### src/atu_pkg.sv
// package for the angle trigger unit: register map, field layout, modes
// assumes a 32-bit avalon-mm slave with word addressing in bytes
package atu_pkg;
	// register byte offsets
	localparam logic [7:0] ATU_REG_CTRL = 8'h00;
	localparam logic [7:0] ATU_REG_SPAN = 8'h04;
	localparam logic [7:0] ATU_REG_TOOTH = 8'h08;
	localparam logic [7:0] ATU_REG_DELAY = 8'h0c;
	localparam logic [7:0] ATU_REG_STATUS = 8'h10;
	localparam logic [7:0] ATU_REG_ANGLE = 8'h14;
	localparam logic [7:0] ATU_REG_BOARD = 8'h18;
	// control fields
	localparam int ATU_CTRL_MODE_LSB = 0;
	localparam int ATU_CTRL_GATE_BIT = 2;
	// field widths and limits
	localparam int ATU_CNT_W = 15;
	localparam int ATU_TOOTH_W = 11;
	localparam logic [14:0] ATU_SPAN_MIN = 15'h0002;
	localparam logic [14:0] ATU_SPAN_MAX = 15'h7fff;
	localparam logic [14:0] ATU_SPAN_RST = 15'h0002;
	localparam logic [10:0] ATU_TOOTH_MIN = 11'h001;
	localparam logic [10:0] ATU_TOOTH_MAX = 11'h5a0;
	localparam logic [10:0] ATU_TOOTH_RST = 11'h001;
	localparam logic [15:0] ATU_DELAY_RST = 16'h0000;
	localparam int ATU_ID_W = 2;
	localparam logic [31:0] ATU_UNMAPPED = 32'h0000_0000;
	// trigger modes, encoded as written to the control field
	typedef enum logic [1:0] {
		ATU_MODE_OFF = 2'h0,
		ATU_MODE_RISE = 2'h1,
		ATU_MODE_STATE = 2'h2,
		ATU_MODE_ANGLE = 2'h3
	} atu_mode_e;
endpackage : atu_pkg

### src/atu_angle_trigger_unit.sv
// angle trigger unit: hardware trigger decision for a digital i/o board
// assumes trigger inputs already synchronous to clk; one avalon-mm slave
`timescale 1ns/100ps

// Functional notes
// - off mode ignores both trigger inputs
// - rising edge mode starts on qualified rise
// - signal state mode: rise opens, fall closes
// - request delay not shorter than hold: no start
// - angle mode treats both inputs as pulses
// - angle mode: input 1 rise clears counter
// - angle mode: input 2 fall increments counter
// - position is counted input 2 periods
// - gate off: every selected edge triggers
// - gate on: rise and state modes trigger only while input 2 high
// - rise and state modes may use gating
// - angle forces gate on; off locks gate
// - zero span two to 32767 teeth
// - tooth width half degree steps to 720
// - board id assigned at power-on, max four
module atu_angle_trigger_unit
	import atu_pkg::*;
#(
	parameter int CNT_W = ATU_CNT_W
) (
	input wire logic clk,
	input wire logic rst,
	input wire logic [7:0] avs_address,
	input wire logic avs_read,
	input wire logic avs_write,
	input wire logic [31:0] avs_writedata,
	input wire logic [3:0] avs_byteenable,
	output logic [31:0] avs_readdata,
	output logic avs_waitrequest,
	input wire logic trig_in1,
	input wire logic trig_in2,
	input wire logic [ATU_ID_W-1:0] slot_id,
	output logic start_pulse,
	output logic active_level,
	output logic zero_pulse,
	output logic [CNT_W-1:0] angle_count
);

	////////////////////////////////////////////////////////////////////////
	// register bus

	atu_mode_e mode_q;
	logic gate_q;
	logic [14:0] span_q;
	logic [10:0] tooth_q;
	logic [15:0] delay_q;
	logic ack_q;
	logic [31:0] rdata_q;
	logic wr_ctrl;
	logic [ATU_ID_W-1:0] board_id_q;
	logic id_taken_q;
	logic [31:0] wdata;
	logic [31:0] status_w;

	// one wait cycle per access, then acked
	assign avs_waitrequest = (avs_read | avs_write) & ~ack_q;
	assign avs_readdata = rdata_q;

	always_ff @(posedge clk or posedge rst) begin
		if (rst) begin
			ack_q <= 1'b0;
		end else begin
			ack_q <= (avs_read | avs_write) & ~ack_q;
		end
	end

	// byte-enable mask on the write data, disabled bytes forced to zero
	always_comb begin
		wdata = 32'h0000_0000;
		for (int b = 0; b < 4; b++) begin
			wdata[b*8 +: 8] = avs_byteenable[b] ? avs_writedata[b*8 +: 8] : 8'h00;
		end
	end

	// writes land on the edge where waitrequest is seen low, as the master expects
	assign wr_ctrl = avs_write & ack_q & (avs_address == ATU_REG_CTRL)
		& avs_byteenable[0];

	// mode and gate; angle forces gate, off freezes it
	always_ff @(posedge clk or posedge rst) begin
		if (rst) begin
			mode_q <= ATU_MODE_OFF;
			gate_q <= 1'b0;
		end else if (wr_ctrl) begin
			mode_q <= atu_mode_e'(wdata[ATU_CTRL_MODE_LSB +: 2]);
			if (atu_mode_e'(wdata[ATU_CTRL_MODE_LSB +: 2]) == ATU_MODE_ANGLE) begin
				gate_q <= 1'b1;
			end else if (mode_q != ATU_MODE_OFF) begin
				gate_q <= wdata[ATU_CTRL_GATE_BIT];
			end
		end
	end

	// span and tooth width, clamped to their legal ranges; written only in angle mode
	always_ff @(posedge clk or posedge rst) begin
		if (rst) begin
			span_q <= ATU_SPAN_RST;
			tooth_q <= ATU_TOOTH_RST;
		end else if (avs_write & ack_q & (mode_q == ATU_MODE_ANGLE)) begin
			if (avs_address == ATU_REG_SPAN && avs_byteenable[1:0] == 2'h3) begin
				if (wdata[14:0] < ATU_SPAN_MIN) begin
					span_q <= ATU_SPAN_MIN;
				end else begin
					span_q <= wdata[14:0];
				end
			end
			if (avs_address == ATU_REG_TOOTH && avs_byteenable[1:0] == 2'h3) begin
				if (wdata[10:0] < ATU_TOOTH_MIN) begin
					tooth_q <= ATU_TOOTH_MIN;
				end else if (wdata[10:0] > ATU_TOOTH_MAX) begin
					tooth_q <= ATU_TOOTH_MAX;
				end else begin
					tooth_q <= wdata[10:0];
				end
			end
		end
	end

	// request delay in clock cycles for signal-state mode
	always_ff @(posedge clk or posedge rst) begin
		if (rst) begin
			delay_q <= ATU_DELAY_RST;
		end else if (avs_write & ack_q & (avs_address == ATU_REG_DELAY)) begin
			if (avs_byteenable[0]) delay_q[7:0] <= wdata[7:0];
			if (avs_byteenable[1]) delay_q[15:8] <= wdata[15:8];
		end
	end

	// id strap caught once after reset release, not under the reset itself
	always_ff @(posedge clk or posedge rst) begin
		if (rst) begin
			board_id_q <= '0;
			id_taken_q <= 1'b0;
		end else if (!id_taken_q) begin
			board_id_q <= slot_id;
			id_taken_q <= 1'b1;
		end
	end

	////////////////////////////////////////////////////////////////////////
	// trigger evaluation

	logic in1_q;
	logic in2_q;
	logic rise1;
	logic fall1;
	logic fall2;
	logic gate_ok;
	logic period_q;
	logic [15:0] hold_q;
	logic started_q;
	logic start_d;
	logic [CNT_W-1:0] cnt_q;

	always_ff @(posedge clk or posedge rst) begin
		if (rst) begin
			in1_q <= 1'b0;
			in2_q <= 1'b0;
		end else begin
			in1_q <= trig_in1;
			in2_q <= trig_in2;
		end
	end

	// edge detection; off mode masks everything
	assign rise1 = (mode_q != ATU_MODE_OFF) & trig_in1 & ~in1_q;
	assign fall1 = (mode_q != ATU_MODE_OFF) & ~trig_in1 & in1_q;
	assign fall2 = (mode_q == ATU_MODE_ANGLE) & ~trig_in2 & in2_q;
	// gate level on input 2 qualifies input 1 rising edges
	assign gate_ok = ~gate_q | trig_in2;

	// signal-state period and hold time counter
	always_ff @(posedge clk or posedge rst) begin
		if (rst) begin
			period_q <= 1'b0;
			hold_q <= 16'h0000;
			started_q <= 1'b0;
		end else if (mode_q != ATU_MODE_STATE) begin
			period_q <= 1'b0;
			hold_q <= 16'h0000;
			started_q <= 1'b0;
		end else if (rise1 & gate_ok) begin
			period_q <= 1'b1;
			hold_q <= 16'h0000;
			started_q <= 1'b0;
		end else if (fall1) begin
			period_q <= 1'b0;
		end else if (period_q) begin
			if (hold_q != 16'hffff) hold_q <= hold_q + 16'h0001;
			if (start_d) started_q <= 1'b1;
		end
	end

	// start: rise mode on qualified edge; state mode once delay elapsed in period
	always_comb begin
		start_d = 1'b0;
		unique case (mode_q)
			ATU_MODE_OFF: start_d = 1'b0;
			ATU_MODE_RISE: start_d = rise1 & gate_ok;
			// delay reaching the hold means no start at all
			ATU_MODE_STATE: start_d = period_q & ~fall1 & ~started_q
				& (hold_q == delay_q);
			ATU_MODE_ANGLE: start_d = rise1;
		endcase
	end

	// angle segment counter, saturating at all ones of CNT_W bits
	always_ff @(posedge clk or posedge rst) begin
		if (rst) begin
			cnt_q <= '0;
		end else if (mode_q != ATU_MODE_ANGLE) begin
			cnt_q <= '0;
		end else if (rise1) begin
			cnt_q <= '0;
		end else if (fall2 && cnt_q != {CNT_W{1'b1}}) begin
			cnt_q <= cnt_q + 1'b1;
		end
	end

	// outputs from flip-flops
	always_ff @(posedge clk or posedge rst) begin
		if (rst) begin
			start_pulse <= 1'b0;
			zero_pulse <= 1'b0;
			active_level <= 1'b0;
			angle_count <= '0;
		end else begin
			start_pulse <= start_d;
			zero_pulse <= (mode_q == ATU_MODE_ANGLE) & rise1;
			active_level <= period_q & ~fall1 & (started_q | start_d);
			angle_count <= cnt_q;
		end
	end

	////////////////////////////////////////////////////////////////////////
	// read mux

	assign status_w = {28'h0, started_q, period_q, in2_q, in1_q};

	always_ff @(posedge clk or posedge rst) begin
		if (rst) begin
			rdata_q <= 32'h0000_0000;
		end else if (avs_read & ~ack_q) begin
			unique case (avs_address)
				ATU_REG_CTRL: rdata_q <= {29'h0, gate_q, mode_q};
				ATU_REG_SPAN: rdata_q <= {17'h0, span_q};
				ATU_REG_TOOTH: rdata_q <= {21'h0, tooth_q};
				ATU_REG_DELAY: rdata_q <= {16'h0, delay_q};
				ATU_REG_STATUS: rdata_q <= status_w;
				ATU_REG_ANGLE: rdata_q <= 32'(cnt_q);
				ATU_REG_BOARD: rdata_q <= {30'h0, board_id_q};
				default: rdata_q <= ATU_UNMAPPED;
			endcase
		end
	end

endmodule : atu_angle_trigger_unit

### config.mk
export PLATFORM = sky130hd
export DESIGN_NAME = atu_angle_trigger_unit
export DESIGN_NICKNAME = d
export VERILOG_FILES = /design/src/atu_pkg.sv /design/src/atu_angle_trigger_unit.sv
export SDC_FILE = /design/constraint.sdc
export NUM_CORES = 1
export LEC_CHECK = 0
export BUFFER_PORTS_ARGS = -buffer_cell sky130_fd_sc_hd__buf_2
export CAP_MARGIN = 20
export CORE_ASPECT_RATIO = 0.9
export CORE_MARGIN = 2
export CORE_UTILIZATION = 40
export CTS_CLUSTER_DIAMETER = 200
export DETAILED_ROUTE_END_ITERATION = 16
export PLACE_DENSITY = 0.56
export SYNTH_ARGS = -nofsm -noshare
export SYNTH_HDL_FRONTEND = slang
export SYNTH_SLANG_ARGS = --single-unit
### constraint.sdc
create_clock -name clk -period 5.74 [get_ports clk]
set_input_delay 1.722 -clock clk [delete_from_list [all_inputs] [get_ports clk]]
set_output_delay 1.722 -clock clk [all_outputs]
set_load 0.005 [all_outputs]
# [Word level (Yosys, flattened, before mapping)]
# Index checks and enable logic that the tools add are counted.
[word_totals] reg_bits=134
[op_classes] n_addsub=2 magnitude_cmp=3 eq_ne=17 n_mux=25 bitwise_logic=29 n_reduce_logical=19
[ops] op="$pmux W16 S7" count=1
[ops] op="$mux W16" count=5
[ops] op="$mux W15" count=4
[ops] op="$eq A8 B5 Y1 const B" count=3
[ops] op="$mux W11" count=2
[ops] op="$and A1 B1 Y1" count=19
[ops] op="$add A16 B1 Y16 const B" count=1
[ops] op="$eq A16 B16 Y1" count=1
[ops] op="$eq A8 B4 Y1 const B" count=2
[ops] op="$mux W8" count=2
[ops] op="$ne A16 B16 Y1 const B" count=1
[ops] op="$add A15 B1 Y15 const B" count=1
[ops] op="$lt A15 B2 Y1 const B" count=1
[ops] op="$ne A15 B15 Y1 const B" count=1
[ops] op="$reduce_bool A3 Y1" count=5
[ops] op="$gt A11 B11 Y1 const B" count=1
[ops] op="$lt A11 B1 Y1 const B" count=1
[ops] op="$mux W1" count=10
[ops] op="$reduce_and A2 Y1" count=5
[ops] op="$eq A2 B2 Y1 const B" count=4
[ops] op="$eq A8 B3 Y1 const B" count=1
[ops] op="$logic_not A8 Y1" count=1
[ops] op="$not A1 Y1" count=7
[ops] op="$reduce_and A3 Y1" count=2
[ops] op="8 further kinds" count=14

# [Longest topological paths before layout]
# Gate-level depths: netlist of run 1.
[logic_depth] ltp_word=13 depth_mapped=7 mapped_depth_nobuf=5

# [Least setup slack after synthesis of run 1]
# Ideal clock, no wire load.
[synth_timing] path_type="input to output" from="input port avs_read" to="output port avs_waitrequest" arrival_ns=1.869 path_slack_ns=2.149 path_stages=2 path_buffers=0 cell_sequence="nor2_1 > nor2_1"
[synth_via] elab_chain_len=2
[synth_lines] item="start, declared" line="atu_angle_trigger_unit.sv:29" source="input wire logic avs_read,"
[synth_lines] item="$or A1 B1 Y1" line="atu_angle_trigger_unit.sv:61" source="assign avs_waitrequest = (avs_read | avs_write) & ~ack_q;"
[synth_lines] item="$and A1 B1 Y1" line="atu_angle_trigger_unit.sv:61"
[synth_lines] item="end, declared" line="atu_angle_trigger_unit.sv:34" source="output logic avs_waitrequest,"
# Every way passes these cells.

# [Worst setup path after layout of run 1]
[layout_timing] from="input port avs_write" to="output port avs_waitrequest"
[layout_via] elab_chain_len=2
[layout_lines] item="start, declared" line="atu_angle_trigger_unit.sv:30" source="input wire logic avs_write,"
[layout_lines] item="$or A1 B1 Y1" line="atu_angle_trigger_unit.sv:61"
[layout_lines] item="$and A1 B1 Y1" line="atu_angle_trigger_unit.sv:61"
# Every way passes these cells.

==> results.yml, run 1 <==
hold_path:
  hold_class: "reg -> reg"
setup_path:
  worstPathArrival_ns: 2.22
  cp.required_ns: 4.02
  critPathLaunchType: "input port"
  crit_fanout: 3
  cp-end-kind: "output pin"
  crit_type: "in -> out"
  r2r_setup_slack_ns: 3.59
cells_and_area:
  drive_gt1_share_pct: 19.8
  regArea_sq_um: 2960
  multiInputGateArea_sq_um: 2790
  n_antenna_cell: 0
  final.fill_count: 1373
  final_net_count: 696
  area_delta_synth_final_pct: 17.5
route:
  drtIter0Drc: 527
  ant_nets: 0
  via_per_inst: 5.74
  wl_per_cell_um: 18.8
  drtPass1Iterations: 5
  finalWirelength_um: 16000
  vias: 4892
  drc: 0
sta:
  tns_ns: 0
  fmax_mhz: 253
  maxSlewViolCount: 0
  hold_viol: 0
  worst_pin_slew_ns: 1.02
  setup_viol: 0
  fin_worst_skew_ns: 0.00621
  period_share_pct: 68.7
  holdWs_ns: 0.479
  rsz0062_at_grt: "false"
  slew_headroom_pct: 31.4
  period_needed_ns: 3.95
yosys:
  yosys_warnings: 0
  synth_area_sq_um: 5980
  synth-seq-cells: 118
  synth_edf_count: 0
  avgSynthCellArea_sq_um: 10.2
  synthArstFlopShare_pct: 100
  synth_cell_types: 61
  synth_cells: 585
  yosys_most_used_dff: "dfrtp_1"
  ys_seq_area_share_pct: 49.4
status:
  status: "finished, final reports clean"
grt:
  grt_pass1_vias: 4654
  gr-usage-all-layers_pct: 21.0
  antenna_found_initial: 0
  grt_max_degree: 90
  grt_pass1_wl_um: 25400
  grt.overflow.total: 0
floorplan:
  top_level_ports: 103
  die_area_sq_um: 16000
  rows: 42
  start_util_pct: 40.8
  die_h_um: 120
  die_w_um: 133
  core-area_sq_um: 14700
clock_tree:
  htree_levels: 4
  worstSkewPairLatency_ns: 0.41
  numClockSinks: 118
  clk_pin_slew_ns: 0.05
  cts_tree: "yes"
  cts_inserted_buffers: 17
  ctsResizeCount: 0
  hold_buffers: 0
  postCtsSetupRepairBufs: 0
  clk_path_buf_depth: 2
  cts_root_buffer: "clkbuf_16"
power:
  cellPowerDensity_nw_per_um2: 292
  peakVddDrop_mv: 0.214
  leakage_nw: 3.04
placed_design:
  globalplace.congestion: 0.854
  dp_hpwl_um: 11800
  io_buffers: 68
job:
  maxCapViolCount: 0
-- flip-flops by register name (all words and copies together), names as in the netlist, 2 cells and up --
register,count
mode_q,2
avs_readdata,16
delay_q,16
span_q,15
hold_q,16
board_id_q,2
cnt_q,15
angle_count,15
tooth_q,11
-- cells by family after synthesis --
family	Yosys count	share of synthesized area, %
AOI/OAI and AO/OA	159	18.0
xor gates and xnor gates	16	2.34
adders and majority gates	2	0.418
buffers and inverters	55	4.94
DFF	118	49.4
muxes	33	6.04
other	2	0.126
and+or+nand+nor	200	18.8
-- worst paths after layout --
| path | startpoint | to | cells after the start |
|---|---|---|---|
| min in group asynchronous | rst | in2_q | 2 |
| worst max-delay path | avs_write | avs_waitrequest | 4 |
| worst min-delay path | span_q[0] | span_q[0] | 2 |
| worst max register to register | cnt_q[7] | cnt_q[7] | 4 |
| max in group asynchronous | rst | span_q[1] | 3 |
| worst min register to register | span_q[0] | span_q[0] | 2 |
-- power breakdown --
| group | internal [mW] | total [mW] | switching [mW] |
|---|---|---|---|
| clock network | 0.757 | 1.12 | 0.362 |
| registers | 0.838 | 0.845 | 0.00667 |
| logic | 0.0273 | 0.0905 | 0.0632 |
-- Yosys cell counts (all sizes together), types with 3 or more instances --
master  instances  area share (%)
a21oi          26             2.2
a22o           15             2.2
a22oi          20             2.5
a31oi           3            0.31
and2            4            0.42
and3            7            0.73
and3b           3            0.44
and4            7             1.0
buf            29             3.3
clkbuf         20             1.3
dfrtp         116              49
inv             6            0.38
mux2           25             4.7
mux2i           8             1.3
nand2          72             4.5
nand2b          8            0.84
nand3          19             1.6
nand4          14             1.5
nor2            9            0.61
nor2b           6            0.63
nor3            4            0.33
nor4            8             1.2
nor4b           3            0.54
o211ai          8             1.0
o21ai          38             3.2
o22ai           8            0.84
o31ai          20             2.5
o41ai           3            0.69
or3             7            0.73
or4            22             2.8
xnor2          15             2.2
-- critical path, stage by stage --
cell and delay (ns):
buf_2 0.13, nor2_1 0.05, nor2_1 0.17, buf_2 0.15
-- area by class of cell --
class | count | area share (%)
Timing Repair Buffer | 72 | 5.55
Clock buffer | 23 | 6.80
Multi-Input combinational cell | 427 | 39.7
Sequential cell | 118 | 42.0
Clock inverter | 9 | 2.10
Inverter | 6 | 0.356
Tap cell | 198 | 3.52
-- cells in the final DEF, fill, tap and decap left out, drive strengths merged, types with 4 or more instances in the layout --
cell / netlist / routed
nor2: 9 / 9
clkbuf: 20 / 24
buf: 29 / 71
a22o: 15 / 15
o22ai: 8 / 8
and4: 7 / 7
nor4: 8 / 8
mux2: 25 / 25
o31ai: 20 / 20
and3: 7 / 7
conb: 2 / 17
mux2i: 8 / 8
nand3: 19 / 19
xnor2: 15 / 15
dfrtp: 116 / 116
or3: 7 / 7
o21ai: 38 / 38
or4: 22 / 22
nand2b: 8 / 8
nand4: 14 / 14
and2: 4 / 4
nand2: 72 / 72
a22oi: 20 / 20
o211ai: 8 / 8
a21oi: 26 / 26
bufinv: 0 / 4
nor2b: 6 / 6
nor3: 4 / 4
clkinv: 0 / 4
inv: 6 / 6
-- through the flow --
stage	power, mW	worst slack (ns)	area (sq um)	instances	utilization (%)
after detailed placement	0.948	1.83	6360	818	43.4
after global routing	2.13	1.77	7030	853	48.0
final	2.05	1.79	7030	853	48.0
after floorplan	0.917	0.892	6040	600	-
after global placement	0.946	1.85	6360	818	43.4
after CTS	2.07	1.81	6990	850	47.7
-- per-layer routing --
metal	routed length [um]	track usage (%)
met1	7320	29.0
met2	7460	32.1
met5	0	0
met3	986	6.00
met4	240	6.45
Power figures use the tool's default switching activity.
==> run 2: changes to the inputs <==
--- a/config.mk
+++ b/config.mk
@@ -12,7 +12,7 @@
 export CORE_UTILIZATION = 40
 export CTS_CLUSTER_DIAMETER = 200
 export DETAILED_ROUTE_END_ITERATION = 16
-export PLACE_DENSITY = 0.56
+export PLACE_DENSITY = 0.58
 export SYNTH_ARGS = -nofsm -noshare
 export SYNTH_HDL_FRONTEND = slang
 export SYNTH_SLANG_ARGS = --single-unit
==> constraint.sdc (replaced) <==
create_clock -name clk -period 3.5 [get_ports clk]
set_input_delay 1.05 -clock clk [delete_from_list [all_inputs] [get_ports clk]]
set_output_delay 1.05 -clock clk [all_outputs]
set_load 0.005 [all_outputs]
==> run 2 against run 1 <==
  * Power up 62%
  * Register-to-register slack worse by 2.2 ns
  * Critical path depth up 2
  * Sequential power up 64%
  * Non-clock buffer count up 4
  * Die area unchanged
  * Sequential share of layout area down 0.052 points
  * Global-route usage down 0.28 points
  * Via count up 1.1%
  * Cell count up 0.47%
  * Utilization up 0.060 points
  * Critical path type is now in -> reg
  * Highest routed layer unchanged
==> results.yml, run 2 (synthesis gave the netlist of run 1 again) <==
grt:
  antenna_found_initial: 0
  gr-usage-all-layers_pct: 20.7
  grt_pass1_wl_um: 25400
  grt_max_degree: 47
  grt_pass1_vias: 4615
  grt.overflow.total: 0
sta:
  period_needed_ns: 2.57
  slew_headroom_pct: 34.8
  setup_viol: 0
  rsz0062_at_grt: "false"
  tns_ns: 0
  holdWs_ns: 0.485
  fin_worst_skew_ns: 0.0135
  maxSlewViolCount: 0
  hold_viol: 0
  worst_pin_slew_ns: 0.967
  period_share_pct: 73.4
  fmax_mhz: 389
floorplan:
  rows: 42
  die_h_um: 120
  top_level_ports: 103
  start_util_pct: 40.8
  core-area_sq_um: 14700
  die_area_sq_um: 16000
  die_w_um: 133
setup_path:
  crit_slowest_cell: "and4_1"
  max_stage_delay_ns: 0.48
  path_delay_family: "simple AND/OR/NAND/NOR gates"
  cp-end-kind: "register"
  crit_type: "in -> reg"
  cp_cell_sequence: "buf_2 -> nor4_2 -> buf_4 -> and3_1 -> and4_1 -> mux2_1"
  worstPathArrival_ns: 2.86
  cp.buffers_inverters: 2
  cp.required_ns: 3.79
  crit_fanout: 20
  critPathLaunchType: "input port"
cells_and_area:
  layout_common_cells: "dfrtp_1 (116), nand2_1 (72), buf_2 (68)"
  final_net_count: 700
  n_antenna_cell: 0
  final_util_pct: 48.0
  layout_commonest_cell: "dfrtp_1"
  area_delta_synth_final_pct: 17.7
  drive_gt1_share_pct: 20.0
  final.fill_count: 1398
route:
  drtIter0Drc: 461
  vias: 4947
  ant_nets: 0
  wl_per_cell_um: 18.8
  finalWirelength_um: 16100
  drtPass1Iterations: 5
  drc: 0
  via_per_inst: 5.77
placed_design:
  globalplace.congestion: 0.867
  io_buffers: 68
  dp_hpwl_um: 11900
hold_path:
  hold_class: "reg -> reg"
clock_tree:
  numClockSinks: 118
  cts_tree: "yes"
  clk_pin_slew_ns: 0.05
  cts_inserted_buffers: 17
  htree_levels: 4
  ctsResizeCount: 0
  hold_buffers: 0
  clk_path_buf_depth: 2
  worstSkewPairLatency_ns: 0.42
  postCtsSetupRepairBufs: 0
  cts_root_buffer: "clkbuf_16"
power:
  leakage_nw: 3.05
  peakVddDrop_mv: 0.327
  finalPower_mw: 3.33
  cellPowerDensity_nw_per_um2: 472
job:
  maxCapViolCount: 0
status:
  status: "finished, final reports clean"
==> run 2: cell types whose count changed in the layout (fill, tap and decap cells not counted) <==
| cell | delta |
|---|---|
| clkinv_4 | +1 |
| clkbuf_4 | -1 |
| buf_12 | +2 |
| buf_16 | -1 |
| clkbuf_8 | -3 |
| buf_4 | +4 |
| clkbuf_1 | +2 |
| inv_4 | -1 |
| clkinv_2 | +1 |
==> run 2: power breakdown <==
| group | internal [mW] | total [mW] | switching [mW] |
|---|---|---|---|
| Combinational | 0.0470 | 0.152 | 0.105 |
| Sequential | 1.37 | 1.39 | 0.0107 |
| Clock | 1.18 | 1.79 | 0.604 |
| Total | 2.61 | 3.33 | 0.720 |
==> run 2: area by class of cell <==
type	count	area, sq um	area share, %
sequential	118	2960	42.0
multi-input combinational	427	2790	39.6
clock buffer	22	444	6.31
timing repair buffer	76	425	6.04
tap	198	248	3.52
clock inverter	10	154	2.19
inverter	6	26.3	0.373
==> run 2: per-stage QoR <==
| stage | cells | setup slack (ns) | instance area [sq um] |
|---|---|---|---|
| after global placement | 825 | 0.583 | 6440 |
| after global routing | 857 | 0.795 | 7040 |
| after detailed placement | 825 | 0.523 | 6440 |
| after floorplan | 600 | 1.00 | 6040 |
| final | 857 | 0.932 | 7040 |
| after CTS | 857 | 0.948 | 7040 |
==> run 2: final timing paths <==
check | depth (start not counted) | startpoint | slack, ns | end
worst max register to register | 4 | cnt_q[7] | 1.39 | cnt_q[8]
worst min-delay path | 2 | avs_readdata[15] | 0.49 | avs_readdata[15]
worst min register to register | 2 | avs_readdata[15] | 0.49 | avs_readdata[15]
worst max-delay path | 6 | avs_address[4] | 0.93 | delay_q[8]
min in group asynchronous | 2 | rst | 0.80 | angle_count[5]
max in group asynchronous | 3 | rst | 1.96 | tooth_q[0]
==> run 2: worst reg2reg max path, delay by kind of cell, from the launching register on <==
kind,cells,cell delay [ns]
AOI/OAI and AO/OA,2,1.00
and+or+nand+nor,2,0.49
DFF,1,0.48
==> run 2: per-layer routing <==
metal  up-vias  GRT usage [%]  share of wire, %
met3        19           5.11               7.1
li1       2303              -                 -
met1      2467           29.4                45
met4         0           6.32               1.4
met5         -              0                 0
met2       158           31.4                46
